$ cat src/hw/acs_params.svh
`ifndef ACS_PARAMS_SVH
`define ACS_PARAMS_SVH

// Control word field positions
`define ACS_CTRL_W          12
`define ACS_SEQ_BIT         1
`define ACS_SHADOW_BIT      2
`define ACS_CFG_LO          3
`define ACS_CFG_HI          4
`define ACS_ADDR_LO         5
`define ACS_ADDR_HI         7
`define ACS_CTRL_RESET      12'h000
`define ACS_SHADOW_RESET    8'h00

// Conversion length in conversion-clock periods
`define ACS_CONV_PERIODS    4'hD

`endif

$ cat src/hw/acs_pkg.sv
package acs_pkg;

    // Input configuration codes (bit1, bit0)
    typedef enum logic [1:0] {
        ACS_CFG_SINGLE = 2'h0,
        ACS_CFG_PSEUDO1 = 2'h1,
        ACS_CFG_DIFF   = 2'h2,
        ACS_CFG_PSEUDO2 = 2'h3
    } acs_cfg_t;

    // Negative-side selector: ground or an input number
    typedef struct packed {
        logic       neg_is_ground;
        logic [2:0] neg_input;
        logic [2:0] pos_input;
    } acs_pair_t;

endpackage : acs_pkg

$ cat src/hw/acs_pair_decode.sv
// Maps channel number and input configuration to an input pair
module acs_pair_decode (
    input  wire logic [2:0]       chan,
    input  wire logic [1:0]       cfg,
    output acs_pkg::acs_pair_t    pair
);
    wire logic is_single = (cfg == acs_pkg::ACS_CFG_SINGLE);
    wire logic is_ps2    = (cfg == acs_pkg::ACS_CFG_PSEUDO2);

    // Pairs swap polarity on odd addresses; second pseudo uses input 7
    assign pair.pos_input     = chan;                                // [RL3]
    assign pair.neg_is_ground = is_single;                           // [RL3]
    assign pair.neg_input     = is_single ? 3'h0 :
                                is_ps2    ? 3'h7 :                   // [RL6]
                                {chan[2:1], ~chan[0]};          // [RL4] [RL5]
endmodule : acs_pair_decode

$ cat src/hw/acs_conv_timer.sv
`include "acs_params.svh"

// Counts conversion-clock periods after a start; a new start aborts
module acs_conv_timer (
    input  wire logic ref_clk,
    input  wire logic rst_n,
    input  wire logic start,
    input  wire logic clk_rise,
    output logic      busy,
    output logic      done
);
    logic [3:0] periods;
    wire  logic last = (periods == (`ACS_CONV_PERIODS - 4'h1));

    // Done only after all periods; a restart drops the unfinished one
    always_ff @(posedge ref_clk) begin
        if (!rst_n) begin
            busy    <= 1'b0;
            periods <= 4'h0;
            done    <= 1'b0;
        end else begin
            done <= 1'b0;
            if (start) begin
                busy    <= 1'b1;                                     // [RL1]
                periods <= 4'h0;
            end else if (busy && clk_rise) begin
                periods <= periods + 4'h1;
                if (last) begin
                    busy <= 1'b0;
                    done <= 1'b1;                                    // [RL1]
                end
            end
        end
    end
endmodule : acs_conv_timer

$ cat src/hw/acs_sequencer.sv
`include "acs_params.svh"

// Channel sequencer for an eight-input converter. The host writes a
// twelve-bit control word, and optionally a channel-enable byte, over a
// parallel strobe bus. Each convert strobe then picks the next input pair
// and starts a conversion timer that counts periods of the conversion clock pin.
// Every pin passes two flip-flops first, so edges show up about three
// ref_clk cycles late; host timing is far slower, so nothing is lost.
// Limitation: the analog switches themselves live outside this block;
// only the selected pair numbers leave it.

// Behaviour
// RL1: a conversion completes only after 13 full conversion clock periods.
// RL2: host gives strobe rise or clock fall before reprogramming after abort.
// RL3: single-ended: addressed input positive, analog ground negative.
// RL4: fully differential pairs 0/1..6/7; odd address swaps polarity.
// RL5: first pseudo mode uses the same pairing as fully differential.
// RL6: second pseudo: inputs 0..6 against input 7; address 7 not allowed.
// RL7: sequence 0 shadow 0: each conversion uses last written address.
// RL8: sequence 0 shadow 1: next write loads low eight bits to shadow.
// RL9: sequence 1 shadow 0: write updates fields, sequence keeps running.
// RL10: both bits 1: consecutive channels from 0 up to address.
// RL11: shadow is 8-bit write-only, loaded on write strobe rising edge.
// RL12: shadow load only when previous control write selected shadow.
// RL13: shadow bit n enables input channel n.
// RL14: host sets one bit per input, or both bits per pair.
// RL15: each strobe steps ascending through enabled channels, wrapping.
// RL16: sequencing persists until a write other than sequence 1 shadow 0.
// RL17: paired modes convert each enabled pair once, normal polarity.
// RL18: 12-bit write-only control word; field positions as defined.
// RL19: control resets to zero: sequencer off, channel 0 single-ended.
// RL20: a newly programmed sequence restarts at lowest enabled channel.
module acs_sequencer (
    input  wire logic        ref_clk,
    input  wire logic        rst_n,
    input  wire logic        chip_select_n,
    input  wire logic        write_strobe_n,
    input  wire logic [11:0] data_line,
    input  wire logic        convert_strobe_n,
    input  wire logic        conversion_clock_in,
    output logic [11:0]      control_word,
    output logic [2:0]       pos_input,
    output logic [2:0]       neg_input,
    output logic             neg_is_ground,
    output logic             seq_active,
    output logic             conv_busy,
    output logic             conv_done
);
    // Two-flop synchronisers for all pins
    logic [1:0]  cs_sy;                    // Chip select, active low
    logic [1:0]  wr_sy;                    // Write strobe, active low
    logic [1:0]  cv_sy;                    // Convert strobe, active low
    logic [1:0]  ck_sy;                    // Conversion clock
    logic [11:0] data_s1;                  // Data bus, first stage
    logic [11:0] data_s2;                  // Data bus, second stage
    // Delayed copies for edge detection
    logic        wr_d;
    logic        cv_d;
    logic        ck_d;
    // Sequencer state
    logic [7:0]  sequence_channel_enables;
    logic        shadow_armed;             // Next write goes to the shadow
    logic        restart;                  // Next step takes lowest channel
    logic [2:0]  cur_chan;
    logic [2:0]  pos_q;

    // Control pins idle high and the clock idles low, even in reset
    always_ff @(posedge ref_clk) begin
        if (!rst_n) begin
            cs_sy <= 2'h3;
            wr_sy <= 2'h3;
            cv_sy <= 2'h3;
            ck_sy <= 2'h0;
        end else begin
            cs_sy <= {cs_sy[0], chip_select_n};
            wr_sy <= {wr_sy[0], write_strobe_n};
            cv_sy <= {cv_sy[0], convert_strobe_n};
            ck_sy <= {ck_sy[0], conversion_clock_in};
        end
    end

    // Data bus takes the same two stages, so it lines up with the strobe
    always_ff @(posedge ref_clk) begin
        if (!rst_n) begin
            data_s1 <= 12'h000;
            data_s2 <= 12'h000;
        end else begin
            data_s1 <= data_line;
            data_s2 <= data_s1;
        end
    end

    // Edge detectors read only the second synchroniser stage; reset
    // values match the idle pin levels so no false edge follows reset
    always_ff @(posedge ref_clk) begin
        if (!rst_n) begin
            wr_d <= 1'b1;
        end else begin
            wr_d <= wr_sy[1];
        end
    end

    always_ff @(posedge ref_clk) begin
        if (!rst_n) begin
            cv_d <= 1'b1;
        end else begin
            cv_d <= cv_sy[1];
        end
    end

    always_ff @(posedge ref_clk) begin
        if (!rst_n) begin
            ck_d <= 1'b0;
        end else begin
            ck_d <= ck_sy[1];
        end
    end

    // Write commits on strobe rise while selected; data is stable then
    wire logic wr_rise  = wr_sy[1] & ~wr_d & ~cs_sy[1];             // [RL11]
    wire logic cv_fall  = ~cv_sy[1] & cv_d;
    wire logic ck_rise  = ck_sy[1] & ~ck_d;

    // Fields of the incoming word and of the stored control word
    wire logic       new_seq  = data_s2[`ACS_SEQ_BIT];
    wire logic       new_shadow_select_bit = data_s2[`ACS_SHADOW_BIT];
    wire logic [2:0] addr     = control_word[`ACS_ADDR_HI:`ACS_ADDR_LO];
    wire logic [1:0] cfg      = control_word[`ACS_CFG_HI:`ACS_CFG_LO];
    wire logic       paired   = (cfg == acs_pkg::ACS_CFG_DIFF) ||
                                (cfg == acs_pkg::ACS_CFG_PSEUDO1);

    // Shadow load replaces a control write when armed
    wire logic shadow_load = wr_rise & shadow_armed;                 // [RL12]
    wire logic ctrl_write  = wr_rise & ~shadow_armed;                // [RL18]
    wire logic keep_seq    = new_seq & ~new_shadow_select_bit;                    // [RL9]
    wire logic consec      = new_seq & new_shadow_select_bit;                     // [RL10]

    // Consecutive mode: enable mask is channels 0..final address
    function automatic logic [7:0] upto_mask(input logic [2:0] last);
        logic [7:0] m;
        m = 8'h00;
        for (int i = 0; i < 8; i++) begin
            m[i] = (3'(i) <= last);
        end
        return m;
    endfunction : upto_mask

    // Next enabled channel strictly above 'from' (lowest enabled when 'first'), wrapping to lowest
    function automatic logic [2:0] next_enabled(input logic [7:0] en,
                                                input logic [2:0] from,
                                                input logic       first,
                                                input logic       pr);
        logic [2:0] r;
        logic       hit;
        logic [7:0] e;
        r   = from;
        hit = 1'b0;
        e   = en;
        // Paired modes: an odd bit never names a channel of its own
        if (pr) begin
            for (int k = 1; k < 8; k += 2) begin
                e[k] = 1'b0;                                         // [RL17]
            end
        end
        // First pass: lowest enabled channel above the current one, or lowest of all when first
        for (int i = 0; i < 8; i++) begin
            if (!hit && e[i] && (first || 3'(i) > from)) begin
                r   = 3'(i);
                hit = 1'b1;
            end
        end
        // Second pass wraps round to the lowest enabled channel
        for (int i = 0; i < 8; i++) begin
            if (!hit && e[i]) begin
                r   = 3'(i);                                         // [RL15]
                hit = 1'b1;
            end
        end
        return r;
    endfunction : next_enabled

    wire logic [2:0] next_chan = next_enabled(sequence_channel_enables,
                                              cur_chan, restart, paired);

    // Next values; a shadow load outranks a control write
    wire logic [2:0]  new_addr  = data_s2[`ACS_ADDR_HI:`ACS_ADDR_LO];
    wire logic [7:0]  ramp_mask = upto_mask(new_addr);               // [RL10]
    wire logic [11:0] next_control_word =
        ctrl_write ? data_s2 : control_word;                         // [RL18]
    wire logic [7:0]  next_sequence_channel_enables =
        shadow_load            ? data_s2[7:0] :              // [RL8] [RL13]
        (ctrl_write && consec) ? ramp_mask    :                      // [RL10]
                                 sequence_channel_enables;
    // Arm flag: only the write right after a shadow-select write loads
    wire logic next_shadow_armed =
        shadow_load ? 1'b0 :
        ctrl_write  ? (~new_seq & new_shadow_select_bit) :                        // [RL8]
                      shadow_armed;
    // A write with sequence 1, shadow 0 leaves the running sequence alone
    wire logic next_seq_active =
        (shadow_load || (ctrl_write && consec)) ? 1'b1 :
        (ctrl_write && !keep_seq)               ? 1'b0 :    // [RL16] [RL7]
                                                  seq_active;
    // Pointer restarts on a new program and clears on the first step
    wire logic next_restart =
        (shadow_load || (ctrl_write && consec)) ? 1'b1    :          // [RL20]
        ctrl_write                              ? restart :
        (cv_fall && seq_active)                 ? 1'b0    :
                                                  restart;

    // Control word resets to zero: sequencer off, channel 0 single-ended
    always_ff @(posedge ref_clk) begin
        if (!rst_n) begin
            control_word <= `ACS_CTRL_RESET;                         // [RL19]
        end else begin
            control_word <= next_control_word;
        end
    end

    // Channel enables are write-only; the host can never read them back
    always_ff @(posedge ref_clk) begin
        if (!rst_n) begin
            sequence_channel_enables <= `ACS_SHADOW_RESET;
        end else begin
            sequence_channel_enables <= next_sequence_channel_enables;
        end
    end

    // Arm flag for the shadow load
    always_ff @(posedge ref_clk) begin
        if (!rst_n) begin
            shadow_armed <= 1'b0;
        end else begin
            shadow_armed <= next_shadow_armed;
        end
    end

    // Sequencer running flag
    always_ff @(posedge ref_clk) begin
        if (!rst_n) begin
            seq_active <= 1'b0;
        end else begin
            seq_active <= next_seq_active;
        end
    end

    // Restart is set at reset so the first step takes the lowest channel
    always_ff @(posedge ref_clk) begin
        if (!rst_n) begin
            restart <= 1'b1;
        end else begin
            restart <= next_restart;
        end
    end

    // Sequencer picks the next enabled channel; otherwise the address
    wire logic [2:0] next_cur_chan = seq_active ? next_chan : addr;

    // Channel for each conversion is latched on the strobe falling edge
    always_ff @(posedge ref_clk) begin
        if (!rst_n) begin
            cur_chan <= 3'h0;
        end else if (cv_fall) begin
            cur_chan <= next_cur_chan;                       // [RL7] [RL15]
        end
    end

    acs_pkg::acs_pair_t pair;
    acs_pair_decode u_decode (
        .chan (cur_chan),
        .cfg  (cfg),
        .pair (pair)
    );

    // Registered pair outputs; host keeps address 7 out of pseudo mode 2
    always_ff @(posedge ref_clk) begin
        if (!rst_n) begin
            pos_q <= 3'h0;
        end else begin
            pos_q <= pair.pos_input;                                 // [RL3]
        end
    end

    // Negative side is a pair partner, input 7, or unused under ground
    always_ff @(posedge ref_clk) begin
        if (!rst_n) begin
            neg_input <= 3'h0;
        end else begin
            neg_input <= pair.neg_input;                             // [RL6]
        end
    end

    // Ground flag resets high: channel 0 single-ended after reset
    always_ff @(posedge ref_clk) begin
        if (!rst_n) begin
            neg_is_ground <= 1'b1;                                   // [RL19]
        end else begin
            neg_is_ground <= pair.neg_is_ground;
        end
    end
    assign pos_input = pos_q;

    // Strobe fall starts a conversion; a fresh strobe aborts a short clock burst,
    // since it simply restarts the period count without a done
    acs_conv_timer u_timer (
        .ref_clk  (ref_clk),
        .rst_n    (rst_n),
        .start    (cv_fall),
        .clk_rise (ck_rise),
        .busy     (conv_busy),
        .done     (conv_done)
    );
endmodule : acs_sequencer

$ cat config.mk
export PLATFORM = sky130hd
export DESIGN_NAME = acs_sequencer
export DESIGN_NICKNAME = d
export VERILOG_FILES = /design/src/hw/acs_pkg.sv /design/src/hw/acs_pair_decode.sv /design/src/hw/acs_conv_timer.sv /design/src/hw/acs_sequencer.sv
export VERILOG_INCLUDE_DIRS = /design/src /design/src/hw
export SDC_FILE = /design/constraint.sdc
export NUM_CORES = 1
export LEC_CHECK = 0
export BUFFER_PORTS_ARGS = -buffer_cell sky130_fd_sc_hd__buf_2
export CAP_MARGIN = 0
export CORE_UTILIZATION = 45
export CTS_CLUSTER_DIAMETER = 150
export DETAILED_ROUTE_END_ITERATION = 16
export PLACE_DENSITY_LB_ADDON = 0.15
export SLEW_MARGIN = 10
export SYNTH_ARGS = -nofsm -noshare
export SYNTH_HDL_FRONTEND = slang
export SYNTH_SLANG_ARGS = --single-unit
$ cat constraint.sdc
create_clock -name ref_clk -period 2.5 [get_ports ref_clk]
set_input_delay 0.25 -clock ref_clk [delete_from_list [all_inputs] [get_ports ref_clk]]
set_output_delay 0.25 -clock ref_clk [all_outputs]
set_load 0.02 [all_outputs]
## Word-level counts from Yosys, hierarchy flattened

Cells that the tools add are included.

| word-level totals | value |
|---|---|
| flip-flop bits (word level) | 74 |
| bits of input ports | 18 |

| cells by class | value |
|---|---|
| add/sub/neg operators | 1 |
| magnitude comparators | 16 |
| equality and inequality tests | 5 |
| multiplexer cells | 45 |
| bitwise logic cells | 20 |
| reduce and logical (&&, ||, !) cells | 66 |

Operators with widths:

| kind | number |
|---|---|
| $mux 3 | 18 |
| $logic_and 1x1->1 | 27 |
| $mux 1 | 25 |
| $ne 17x1->1 const B | 1 |
| $logic_not 1->1 | 16 |
| $mux 8 | 2 |
| $gt 3x3->1 const A | 4 |
| $le 3x3->1 const A | 4 |
| $not 1->1 | 11 |
| $logic_or 1x1->1 | 10 |
| $and 1x1->1 | 9 |
| $reduce_bool 2->1 | 4 |
| $reduce_or 2->1 | 4 |
| $gt 1x3->1 const A | 2 |
| $gt 2x3->1 const A | 2 |
| $le 1x3->1 const A | 2 |
| $le 2x3->1 const A | 2 |
| $reduce_and 2->1 | 3 |
| $add 4x1->4 const B | 1 |
| $eq 2x2->1 const B | 2 |
| $eq 4x4->1 const B | 1 |
| $reduce_or 3->1 | 1 |
| $eq 2x1->1 const B | 1 |
| $logic_not 2->1 | 1 |

## Logic depth before layout (Yosys ltp)

| depth | value |
|---|---|
| depth after elaboration | 57 |
| mapped depth | 8 |
| mapped depth without buffers | 8 |

## Cells and area by module

Synthesis repeated with hierarchy kept, for this count alone.

| second synthesis, totals | value |
|---|---|
| cells, all modules | 324 |
| area total of the unflattened synthesis | 2994.1 um2 |

By module, submodules not included:

| module | times used | cells an instance | area an instance (um2) | sequential area each (um2) |
|---|---|---|---|---|
| acs_sequencer | 1 | 286 | 2666.3 | 1361.3 |
| acs_conv_timer | 1 | 29 | 256.5 | 120.1 |
| acs_pair_decode | 1 | 9 | 71.3 | 0.0 |

## Worst setup path after synthesis

No wires, ideal clock.

| timing | value |
|---|---|
| path type | register to register |
| from | reg control_word[3] |
| to | reg cur_chan[0] |
| setup time | 0.087 ns |
| arrival time | 2.036 ns |
| path slack | 0.377 ns |
| stages on the path, launching flop included | 8 |
| path buffers | 0 |
| period minus slack after synthesis | 2.123 ns |
| cell sequence | dfxtp_1 > inv_1 > ha_1 > or2b_1 > or3b_1 > a222oi_1 > a211oi_1 > o31ai_1 |

| between the ends | value |
|---|---|
| longest elaborated chain between the ends | 55 |
| elaborated cells between the ends (all ways) | 75 |
| those cells by class | eq/ne: 3; mux: 34; reduce/logical: 38 |

RTL lines:

| what | RTL line | source |
|---|---|---|
| from (decl) | acs_sequencer.sv:41 | `output logic [11:0] control_word,` |
| from (signal assigned) | acs_sequencer.sv:214 | `` control_word <= `ACS_CTRL_RESET; `` |
| from (signal assigned) | acs_sequencer.sv:216 | `control_word <= next_control_word;` |
| $eq 2x2->1 or $eq 2x1->1 (tied branches) | acs_sequencer.sv:129, acs_sequencer.sv:130 |  |
| $logic_or 1x1->1 * | acs_sequencer.sv:129 | `wire logic paired = (cfg == acs_pkg::ACS_CFG_DIFF) \|\|` |
| $mux 1 | acs_sequencer.sv:160 | `if (pr) begin` |
| $logic_and 1x1->1 (2 in series) | acs_sequencer.sv:167 | `if (!hit && e[i] && (first \|\| 3'(i) > from)) begin` |
| $mux 1 | acs_sequencer.sv:167 |  |
| $logic_not 1->1 | acs_sequencer.sv:167 |  |
| $logic_and 1x1->1 (2 in series) | acs_sequencer.sv:167 |  |
| $mux 1 | acs_sequencer.sv:167 |  |
| [... 37 more ...] | - |  |
| $mux 1 | acs_sequencer.sv:174 | `if (!hit && e[i]) begin` |
| $logic_not 1->1 | acs_sequencer.sv:174 |  |
| $logic_and 1x1->1 | acs_sequencer.sv:174 |  |
| $mux 1 | acs_sequencer.sv:174 |  |
| $logic_not 1->1 | acs_sequencer.sv:174 |  |
| $logic_and 1x1->1 | acs_sequencer.sv:174 |  |
| $ne 17x1->1 (no source line) or $mux 3 (tied branches) | - |  |
| $reduce_and 2->1 (no source line) or $mux 3 (tied branches) | - |  |
| to (signal assigned) | acs_sequencer.sv:264 | `cur_chan <= next_cur_chan;` |
| to (decl) | acs_sequencer.sv:64 | `logic [2:0] cur_chan;` |

Mark *: on every way between the ends. The rest lies on a longest branch, timed or not.
A chain may end at the register's enable or synchronous reset.

## Worst setup path after layout

Same ends and word-level chain as after synthesis.

==> metrics <==
Max Fclk 466.2 MHz; vias per cell 5.046; gr usage total 16.91%; relative max-transition margin 64.69%; RSZ-0062 raised after global routing no; M2 GR Usage 27.06%; core area 5991 µm²; grt met3 use 3.820%; maxcap violations 0; Final GP Congestion 0.8307; DR vias 2185; Tmin final ~2.1 ns; CTS Hold Buffers Added 0; PwrDens roughly 670 nW/µm²; measured slew at the worst slew-check pin 0.5296 ns; drt pass-1 iters 4; cell row count 28; final period utilization 85.80%; largest net degree at the start of global routing 25; crit path kind flip-flop to flip-flop; # resized after CTS 0; CTS tree yes; Max FO, Critical Path 8; top post-synthesis cells by area dfxtp_1, and2_1, nand2_1; final WL 5089 µm; starting density of the core 47.14%; fin cells 433; final setup violation count 0; Die ar. 6596 µm²; Hold Path Class primary input to flip-flop; first-pass GRT wire length 8293 µm; CTS Buf Count 9; # diodes 0; crit path DAT 2.39 ns; DPL Wire Length 3550 µm; Most Crowded Layer GR met2; top_reg_cell synth dfxtp_1; worst-case vdd ir drop about 370 µV; CTS root buf clkbuf_8; initial antenna violation count 0; Pins Over Slew Limit 0; Die W 81.22 µm; Final TNS setup 0 ns; layout cell share with drive strength beyond 1 around 17%; Synth area leader dfxtp_1; register area share after synthesis 52.46%; number of enable flip-flop cells after synthesis 0; worst-skew pair later-pin latency 0.33 ns; IO Pins 40; post-synthesis cell area approximately 2800 µm²; WL per Instance 11.75 µm; Syn Inst Count 313; Starting DRT DRC Count 97; status complete, no violations; Cell variety after synth 47; Seq cells post-synth 74; GR Layer Usage met1 20.92%; Fin. Hold Viols 0; synth cell count leaders dfxtp_1, nand2_1, and2_1; Worst Skew 0.007809 ns; Avg Cell Area, Syn 9.022 µm²; # placed instances about 420; crit end category flip-flop; clk slew on worst S/H paths 0.08 ns; Die Span Y 81.22 µm; CP Data Required Time approximately 2.8 ns; vias in the first global route 1823; DRC viols 0; Max Root-Sink Buffers 2; H-tree levels 3; IO buf count 39; Clock Sink Count between 70 and 80; Leakage Power roughly 0.0013 µW; Total Nets Final 375; Synth async-reset ratio 0%; syn_nets 335; Routed Antenna Nets 0; Synth Warn # 0; remaining global-route overflow 0; Area Overhead vs Synth 16.17%; CP startpoint kind flip-flop; most common cell in the netlist dfxtp_1; postcts setup bufs 0; Synth top area share between 50% and 60%
## stage by stage
stage | hold slack (ns) | setup WS (ns) | power, µW | area, µm² | utilization (%)
3_5_place_dp | 0.3925 | 0.3617 | 1308 | 3077 | 51.36
4_1_cts | 0.07632 | 0.3410 | 2233 | 3281 | 54.76
5_1_grt | 0.07615 | 0.2820 | 2293 | 3281 | 54.76
6_report | 0.09071 | 0.3551 | 2203 | 3281 | 54.76
3_3_place_gp | 0.3938 | 0.4380 | 1307 | 3077 | 51.36
2_1_floorplan | 0.3515 | 0.3765 | 1280 | 2824 | -
## final cells by class
| cell class | instances | area, µm² |
|---|---|---|
| Clock inverter | 5 | 62.56 |
| Timing Repair Buffer | 43 | 225.2 |
| Fill cell | 535 | 2710 |
| Tap cell | 75 | 93.84 |
| Inverter | 11 | 41.29 |
| Sequential cell | 74 | 1481 |
| Clock buffer | 11 | 141.4 |
| Multi-Input combinational cell | 214 | 1235 |
## routing by layer
metal,routed length (µm),up-vias
li1,-,1131
met1,2434,991
met2,2329,56
met3,239,7
met4,86,0
met5,0,-
## state kept, by name, summed over array words and instances (netlist names), 2 cells and up
register and cells:
data_s2 12, wr_sy 2, data_s1 12, pos_input 3
cv_sy 2, sequence_channel_enables 8, neg_input 3, cs_sy 2
control_word 12, ck_sy 2, u_timer.periods 4, cur_chan 3
## cells in the final DEF, fill, tap and decap left out, drive strengths merged, types with 2 or more instances in the layout
cell type / instances
a211oi: 2
a21boi: 10
a21oi: 20
and2: 34
buf: 43
clkbuf: 11
clkinvlp: 2
dfxtp: 74
ha: 4
inv: 12
nand2: 39
nand2b: 14
nand4: 2
nor2: 28
nor2b: 7
nor3: 5
nor4: 2
o21ai: 16
o221ai: 2
o311ai: 2
o31ai: 3
xor2: 2
## worst paths after layout
check / startpoint / end / slack, ns / depth (start not counted)
hold reg to reg: cv_sy[0] / cv_sy[1] / 0.41 / 1
setup reg to reg: control_word[3] / cur_chan[0] / 0.36 / 7
hold / removal: convert_strobe_n / cv_sy[0] / 0.09 / 2
setup / recovery: control_word[3] / cur_chan[0] / 0.36 / 7
## where the power goes
group          total, µW  internal, µW  switching, µW  leakage [µW]
clock network        924           494            430     0.0000962
logic               63.5          32.2           31.2      0.000632
registers           1220          1200           11.2      0.000604
total               2200          1730            472       0.00133
## worst max-delay path, cell delays in order (launching register included)
cell      delay (ns)
dfxtp_1         0.37
inv_1           0.05
ha_1            0.38
or2b_1          0.26
or3b_1          0.36
a222oi_1        0.32
a211oi_1        0.09
o31ai_1         0.24
## cell families (layout without fill, tap and decap cells)
| logic type | Yosys count | in the layout | synth area share (%) |
|---|---|---|---|
| buffers and inverters | 25 | 70 | 3.811 |
| AOI/OAI and AO/OA | 67 | 67 | 15.29 |
| adders and majority gates | 4 | 4 | 1.772 |
| xor gates and xnor gates | 3 | 3 | 0.9306 |
| and+or+nand+nor | 140 | 140 | 25.74 |
| DFF | 74 | 74 | 52.46 |
No activity file was read; power rests on OpenSTA's default activity.
